`config.mk`:
```
export PLATFORM = sky130hd
export DESIGN_NAME = apm_power_switch_pin_select
export DESIGN_NICKNAME = d
export VERILOG_FILES = /design/src/logic/apm_pkg.sv /design/src/logic/sync_fall.sv /design/src/logic/apm_power_switch_pin_select.sv
export VERILOG_INCLUDE_DIRS = /design/src /design/src/logic
export SDC_FILE = /design/constraint.sdc
export NUM_CORES = 1
export LEC_CHECK = 0
export ABC_AREA = 1
export BUFFER_PORTS_ARGS = -buffer_cell sky130_fd_sc_hd__clkbuf_2
export CAP_MARGIN = 10
export CORE_MARGIN = 1.5
export CORE_UTILIZATION = 49
export CTS_CLUSTER_DIAMETER = 50
export DETAILED_ROUTE_END_ITERATION = 10
export GPL_ROUTABILITY_DRIVEN = 0
export PLACE_DENSITY = 0.81
export SYNTH_ARGS = -nofsm -noshare
export SYNTH_HDL_FRONTEND = slang
export SYNTH_HIERARCHICAL = 1
export SYNTH_SLANG_ARGS = --single-unit
export TNS_END_PERCENT = 10
```
`constraint.sdc`:
```
create_clock -name core_clk -period 1.66 [get_ports core_clk]
set_input_delay 0.166 -clock core_clk [delete_from_list [all_inputs] [get_ports core_clk]]
set_output_delay 0.166 -clock core_clk [all_outputs]
set_load 0.05 [all_outputs]
```
`src/logic/apm_consts.svh`:
```
// constants for the power switch and pin select block
`ifndef APM_CONSTS_SVH
`define APM_CONSTS_SVH
`define CFG_RING_LSB   1
`define CFG_IRQ_LSB    3
`define CFG_SUPPLY_BIT 5
`define CFG_SWITCH_LSB 6
`define CFG_RESET_VAL  8'h00
`endif

```
`src/logic/apm_pkg.sv`:
```
// types for the power switch and pin select block
package apm_pkg;
  typedef enum logic [1:0] {
    SEL_NATIVE = 2'b00,
    SEL_GPIO   = 2'b01,
    SEL_KBD    = 2'b10,
    SEL_UART_C = 2'b11
  } pin_sel_t;
  typedef enum logic [0:0] {
    PWR_OFF = 1'b0,
    PWR_ON  = 1'b1
  } pwr_state_t;
endpackage : apm_pkg

```
`src/logic/sync_fall.sv`:
```
// two-stage synchroniser with falling edge detect
`timescale 1ns/1ps
module sync_fall (
  input  wire logic core_clk,
  input  wire logic reset,
  input  wire logic pin_in,
  output logic      fall
);
  logic s1_r;
  logic s2_r;
  logic s3_r;
  logic s1_nxt;
  logic s2_nxt;
  logic s3_nxt;
  always_comb begin
    s1_nxt = pin_in;
    s2_nxt = s1_r;
    s3_nxt = s2_r;
  end
  // idle level is high so reset does not fake an edge
  always_ff @(posedge core_clk) begin
    if (reset) begin
      s1_r <= 1'b1;
      s2_r <= 1'b1;
      s3_r <= 1'b1;
    end else begin
      s1_r <= s1_nxt;
      s2_r <= s2_nxt;
      s3_r <= s3_nxt;
    end
  end
  assign fall = s3_r & ~s2_r;
endmodule : sync_fall

```
`src/logic/apm_power_switch_pin_select.sv`:
```
// power management on/off control and pin role selection
`timescale 1ns/1ps
`include "apm_consts.svh"
module apm_power_switch_pin_select (
  input  wire logic       core_clk,
  input  wire logic       reset,
  input  wire logic [7:0] pin_select_cfg_b,
  input  wire logic       main_supply_present,
  input  wire logic       power_off_req,
  input  wire logic       phone_ring_in,
  input  wire logic       panel_switch_in,
  input  wire logic [3:0] gpio2_out,
  input  wire logic       kbd_port_bit6,
  output logic            supply_on_ctl,
  output logic            power_off_irq,
  output logic            pin70_out,
  output logic            pin72_out,
  output logic            gpio2_bit0,
  output logic            gpio2_bit3,
  output logic            uart_c_ring_in,
  output logic            uart_c_carrier_in,
  output logic            pwr_on_req,
  output logic            pwr_off_req
);
  logic                ring_fall;
  logic                sw_fall;
  apm_pkg::pin_sel_t   ring_sel;
  apm_pkg::pin_sel_t   irq_sel;
  apm_pkg::pin_sel_t   sw_sel;
  logic                supply_sel;
  logic                ring_native;
  logic                sw_native;
  logic                irq_native;
  logic                switch_off_evt;
  apm_pkg::pwr_state_t pwr_r;
  apm_pkg::pwr_state_t pwr_nxt;

  logic                ring_s_r;
  logic                ring_s_nxt;
  logic                ring_s2_r;
  logic                ring_s2_nxt;
  logic                sw_s_r;
  logic                sw_s_nxt;
  logic                sw_s2_r;
  logic                sw_s2_nxt;

  logic                supply_on_ctl_r;
  logic                supply_on_ctl_nxt;
  logic                power_off_irq_r;
  logic                power_off_irq_nxt;
  logic                pin70_out_r;
  logic                pin70_out_nxt;
  logic                pin72_out_r;
  logic                pin72_out_nxt;
  logic                gpio2_bit0_r;
  logic                gpio2_bit0_nxt;
  logic                gpio2_bit3_r;
  logic                gpio2_bit3_nxt;
  logic                uart_c_ring_in_r;
  logic                uart_c_ring_in_nxt;
  logic                uart_c_carrier_in_r;
  logic                uart_c_carrier_in_nxt;
  logic                pwr_on_req_r;
  logic                pwr_on_req_nxt;
  logic                pwr_off_req_r;
  logic                pwr_off_req_nxt;

  // ring pin also feeds gpio, so level syncs kept apart from edge syncs
  sync_fall u_ring (
    .core_clk (core_clk),
    .reset    (reset),
    .pin_in   (phone_ring_in),
    .fall     (ring_fall)
  );
  sync_fall u_sw (
    .core_clk (core_clk),
    .reset    (reset),
    .pin_in   (panel_switch_in),
    .fall     (sw_fall)
  );

  always_comb begin
    ring_sel   = apm_pkg::pin_sel_t'(pin_select_cfg_b[`CFG_RING_LSB +: 2]);
    irq_sel    = apm_pkg::pin_sel_t'(pin_select_cfg_b[`CFG_IRQ_LSB +: 2]);
    sw_sel     = apm_pkg::pin_sel_t'(pin_select_cfg_b[`CFG_SWITCH_LSB +: 2]);
    supply_sel = pin_select_cfg_b[`CFG_SUPPLY_BIT];
  end

  always_comb begin
    ring_native = (ring_sel == apm_pkg::SEL_NATIVE);
    sw_native   = (sw_sel == apm_pkg::SEL_NATIVE);
    irq_native  = (irq_sel == apm_pkg::SEL_NATIVE);
  end

  // power state machine; ring wakes only, panel switch acts by supply state
  always_comb begin
    pwr_nxt        = pwr_r;
    switch_off_evt = 1'b0;
    case (pwr_r)
      apm_pkg::PWR_OFF: begin
        if (ring_native && ring_fall) begin
          pwr_nxt = apm_pkg::PWR_ON;
        end
        if (sw_native && sw_fall && !main_supply_present) begin
          pwr_nxt = apm_pkg::PWR_ON;
        end
      end
      apm_pkg::PWR_ON: begin
        if (sw_native && sw_fall && main_supply_present) begin
          switch_off_evt = 1'b1;
        end
        // supply only drops once the host accepts the request
        if (power_off_req) begin
          pwr_nxt = apm_pkg::PWR_OFF;
        end
      end
      default: begin
        pwr_nxt = apm_pkg::PWR_OFF;
      end
    endcase
  end

  always_ff @(posedge core_clk) begin
    if (reset) begin
      pwr_r <= apm_pkg::PWR_OFF;
    end else begin
      pwr_r <= pwr_nxt;
    end
  end

  // level copies for the gpio and uart roles, idle high like the pins
  always_comb begin
    ring_s_nxt  = phone_ring_in;
    ring_s2_nxt = ring_s_r;
    sw_s_nxt    = panel_switch_in;
    sw_s2_nxt   = sw_s_r;
  end

  always_ff @(posedge core_clk) begin
    if (reset) begin
      ring_s_r  <= 1'b1;
      ring_s2_r <= 1'b1;
      sw_s_r    <= 1'b1;
      sw_s2_r   <= 1'b1;
    end else begin
      ring_s_r  <= ring_s_nxt;
      ring_s2_r <= ring_s2_nxt;
      sw_s_r    <= sw_s_nxt;
      sw_s2_r   <= sw_s2_nxt;
    end
  end

  // every pin value is registered so the outputs never glitch on a cfg write
  always_comb begin
    supply_on_ctl_nxt = (pwr_r == apm_pkg::PWR_ON);
    power_off_irq_nxt = switch_off_evt & irq_native;
    case (irq_sel)
      apm_pkg::SEL_NATIVE: pin70_out_nxt = switch_off_evt;
      apm_pkg::SEL_GPIO:   pin70_out_nxt = gpio2_out[1];
      apm_pkg::SEL_KBD:    pin70_out_nxt = kbd_port_bit6;
      default:             pin70_out_nxt = 1'b0;
    endcase
    if (supply_sel) begin
      pin72_out_nxt = gpio2_out[2];
    end else begin
      pin72_out_nxt = (pwr_r == apm_pkg::PWR_ON);
    end
    gpio2_bit0_nxt        = (ring_sel == apm_pkg::SEL_GPIO) ? ring_s2_r : 1'b0;
    gpio2_bit3_nxt        = (sw_sel == apm_pkg::SEL_GPIO) ? sw_s2_r : 1'b0;
    uart_c_ring_in_nxt    = (irq_sel == apm_pkg::SEL_UART_C) ? ring_s2_r : 1'b1;
    uart_c_carrier_in_nxt = (sw_sel == apm_pkg::SEL_UART_C) ? sw_s2_r : 1'b1;
    pwr_on_req_nxt        = (pwr_r == apm_pkg::PWR_OFF) && (pwr_nxt == apm_pkg::PWR_ON);
    pwr_off_req_nxt       = switch_off_evt;
  end

  always_ff @(posedge core_clk) begin
    if (reset) begin
      supply_on_ctl_r     <= 1'b0;
      power_off_irq_r     <= 1'b0;
      pin70_out_r         <= 1'b0;
      pin72_out_r         <= 1'b0;
      gpio2_bit0_r        <= 1'b0;
      gpio2_bit3_r        <= 1'b0;
      uart_c_ring_in_r    <= 1'b1;
      uart_c_carrier_in_r <= 1'b1;
      pwr_on_req_r        <= 1'b0;
      pwr_off_req_r       <= 1'b0;
    end else begin
      supply_on_ctl_r     <= supply_on_ctl_nxt;
      power_off_irq_r     <= power_off_irq_nxt;
      pin70_out_r         <= pin70_out_nxt;
      pin72_out_r         <= pin72_out_nxt;
      gpio2_bit0_r        <= gpio2_bit0_nxt;
      gpio2_bit3_r        <= gpio2_bit3_nxt;
      uart_c_ring_in_r    <= uart_c_ring_in_nxt;
      uart_c_carrier_in_r <= uart_c_carrier_in_nxt;
      pwr_on_req_r        <= pwr_on_req_nxt;
      pwr_off_req_r       <= pwr_off_req_nxt;
    end
  end

  assign supply_on_ctl     = supply_on_ctl_r;
  assign power_off_irq     = power_off_irq_r;
  assign pin70_out         = pin70_out_r;
  assign pin72_out         = pin72_out_r;
  assign gpio2_bit0        = gpio2_bit0_r;
  assign gpio2_bit3        = gpio2_bit3_r;
  assign uart_c_ring_in    = uart_c_ring_in_r;
  assign uart_c_carrier_in = uart_c_carrier_in_r;
  assign pwr_on_req        = pwr_on_req_r;
  assign pwr_off_req       = pwr_off_req_r;

endmodule : apm_power_switch_pin_select

```
==> out/metrics.yaml <==
global_route:
  grt_max_degree: 17
  grt_util_all_layers: 0.148
  grt_pass1_wl_mm: 1.57
  first_global_vias: 436
  overflow: 0
  antenna_found_initial: 0
floorplan:
  die_area_um2: 1700
  die_x_um: 41.3
  core_area_um2: 1330
  start_util: 0.538
  fp.dieH_um: 41.3
  rows: 13
  io_pins: 29
routing:
  wirelength_met1_um: 485
  ant_nets: 0
  dr_wl_met2_um: 448
  vias_per_cell: 4.39
  wl_met3_um: 83
  topRoutingLayerUsed: "met4"
  routedWlPerCell_um: 8.19
  drt_first_pass_iters: 4
  wl_mm: 1.04
  drc: 0
  vias: 558
  drt_iter0_markers: 12
placement:
  hpwl_um: 791
  port_buffers: 25
  dp.cells: 123
setup_path:
  path_max_fanout: 1
  cp-start-kind: "flop"
  path_cells: "clkbuf_2"
  cp_top_family: "flip-flops"
  arrival_ns: 0.89
  crit_path_max_incr_delay_ns: 0.33
  cp-end-kind: "output port"
  worstPathRequired_ns: 1.49
  cp_slowest_cell: "dfxtp_1"
  crit_type: "reg -> out"
  crit_buf_inv: 1
sta:
  fin_crit_sh: 0.637
  final_hold_viol_count: 0
  slew_headroom: 0.778
  fmaxAchievable_ghz: 0.946
  setup_tns_ns: 0
  final_max_slew_viol_count: 0
  fin_crit_ns: 1.06
  fin_worst_skew_ns: 0.00747
  setup_viol_count_final: 0
  worst_pin_slew_ns: 0.332
  rsz0062_at_grt: "false"
power:
  intPower_mw: 0.639
  vdd_ir_drop_max_mv: 0.756
  netSwitchingFraction: 0.240
  totalPowerFinal_mw: 0.841
  p_switching_mw: 0.202
  p_seq_frac: 0.624
  powerDensity_nw_per_um2: 959
  comb_power_share: 0.098
  leakagePower_nw: 0.502
  p_clk_frac: 0.278
clock_tree:
  cts_max_path_buffers: 2
  cts.repair.resized: 0
  cts_hold_buffers: 0
  cts_tree: "yes"
  cts-root-buf: "clkbuf_4"
  cts_made_buffers: 3
  h-tree-depth: 1
  clk-insertion-delay-late_ns: 0.29
  cts.sinks: 21
  postCtsSetupBuffers: 0
  clkTransAtPathRegs_ns: 0.11
yosys:
  synth_compound_area_frac: 0.0262
  synth_xor_area_frac: 0
  synthTopCellsByArea: "dfxtp_1 59%, inv_1 9.9%, nand2_1 7.3%, nor2_1 5.8%, nand3_1 3.5%"
  syn_inst: 84
  synth_top_area_frac: 0.586
  synth_area_leader_cell: "dfxtp_1"
  synth.cell_area_um2: 717
  syn_nets: 103
  synth_top_family_by_area: "simple AND/OR/NAND/NOR gates"
  seq_area_frac_synth: 0.586
  muxShareOfSynthArea: 0
  synthAdderAreaFrac: 0
  ys_seq_elements: 21
  yosysWarnings: 6
  syn_avg_cell_area_um2: 8.53
  yosys.area_share.simple: 0.267
  yosysUniqueCellTypes: 16
finish:
  instances_no_fill: 127
  fillers: 126
  final_cell_mix: "25 x clkbuf_2, 21 x dfxtp_1, 19 x inv_1"
  synthToLayoutAreaGrowth_pct: 22.3
  n_antenna_cell: 0
  layout_commonest_cell: "clkbuf_2"
  postLayoutCoreUtil: 0.658
  multiInputGateArea_um2: 210
  regArea_um2: 420
  drive_gt1_frac: 0.330
  finalNetCount: 132
flow_run:
  maxCapViolations: 0
hold_path:
  hold_class: "in -> reg"
run_status:
  status: "completed"
synthesized netlist by cell type, drive strengths merged:
library cell,instances
nor3,2
buf,1
nor4,1
dfxtp,21
a21oi,2
or2,4
nor2,12
inv,20
o21ai,1
nand2,14
nand3,6
layout make-up:
type	instances	share of cell area
clock inverters	1	0.00571
multi-input cells	42	0.240
flip-flops and latches	21	0.479
inverters	20	0.0856
clock buffers	3	0.0257
repair buffers	25	0.143
well taps	15	0.0214
metrics by stage:
stage	hold WS (ns)	instance area, um^2	setup WS, ns
4_1_cts	0.0285	877	0.593
3_3_place_gp	0.348	850	0.793
2_1_floorplan	0.239	717	0.854
6_report	0.0321	877	0.603
3_5_place_dp	0.355	850	0.782
5_1_grt	0.0322	877	0.551
cells by family (layout without fill, tap and decap cells):
logic type             count (synthesis)  after routing
and+or+nand+nor                       39             39
DFF                                   21             21
buffers and inverters                 21             49
AOI/OAI and AO/OA                      3              3
power groups by stage:
| stage | combinational [mW] | clock, mW | sequential [mW] |
|---|---|---|---|
| after CTS | 0.0834 | 0.241 | 0.525 |
| after floorplan | 0.0331 | 0 | 0.554 |
| after global placement | 0.0810 | 0 | 0.536 |
| after global routing | 0.0925 | 0.260 | 0.527 |
| after detailed placement | 0.0831 | 0 | 0.536 |
| final | 0.0824 | 0.234 | 0.525 |
worst paths after layout:
kind	to	slack [ns]	from	depth (start not counted)
setup / recovery	gpio2_bit0	0.60	gpio2_bit0$_SDFF_PP0_	1
hold / removal	gpio2_bit0$_SDFF_PP0_	0.03	pin_select_cfg_b[2]	2
setup reg to reg	pwr_r$_SDFF_PP0_	0.78	u_sw/s3_r$_SDFF_PP1_	6
hold reg to reg	u_ring/s2_r$_SDFF_PP1_	0.42	u_ring/s1_r$_SDFF_PP1_	2
per-layer routing:
| layer | up-vias | GRT usage |
|---|---|---|
| li1 | 305 | - |
| met1 | 230 | 0.167 |
| met2 | 21 | 0.234 |
| met3 | 2 | 0.0489 |
| met4 | 0 | 0.0968 |
| met5 | - | 0 |
No activity file was read; power rests on OpenSTA's default activity.
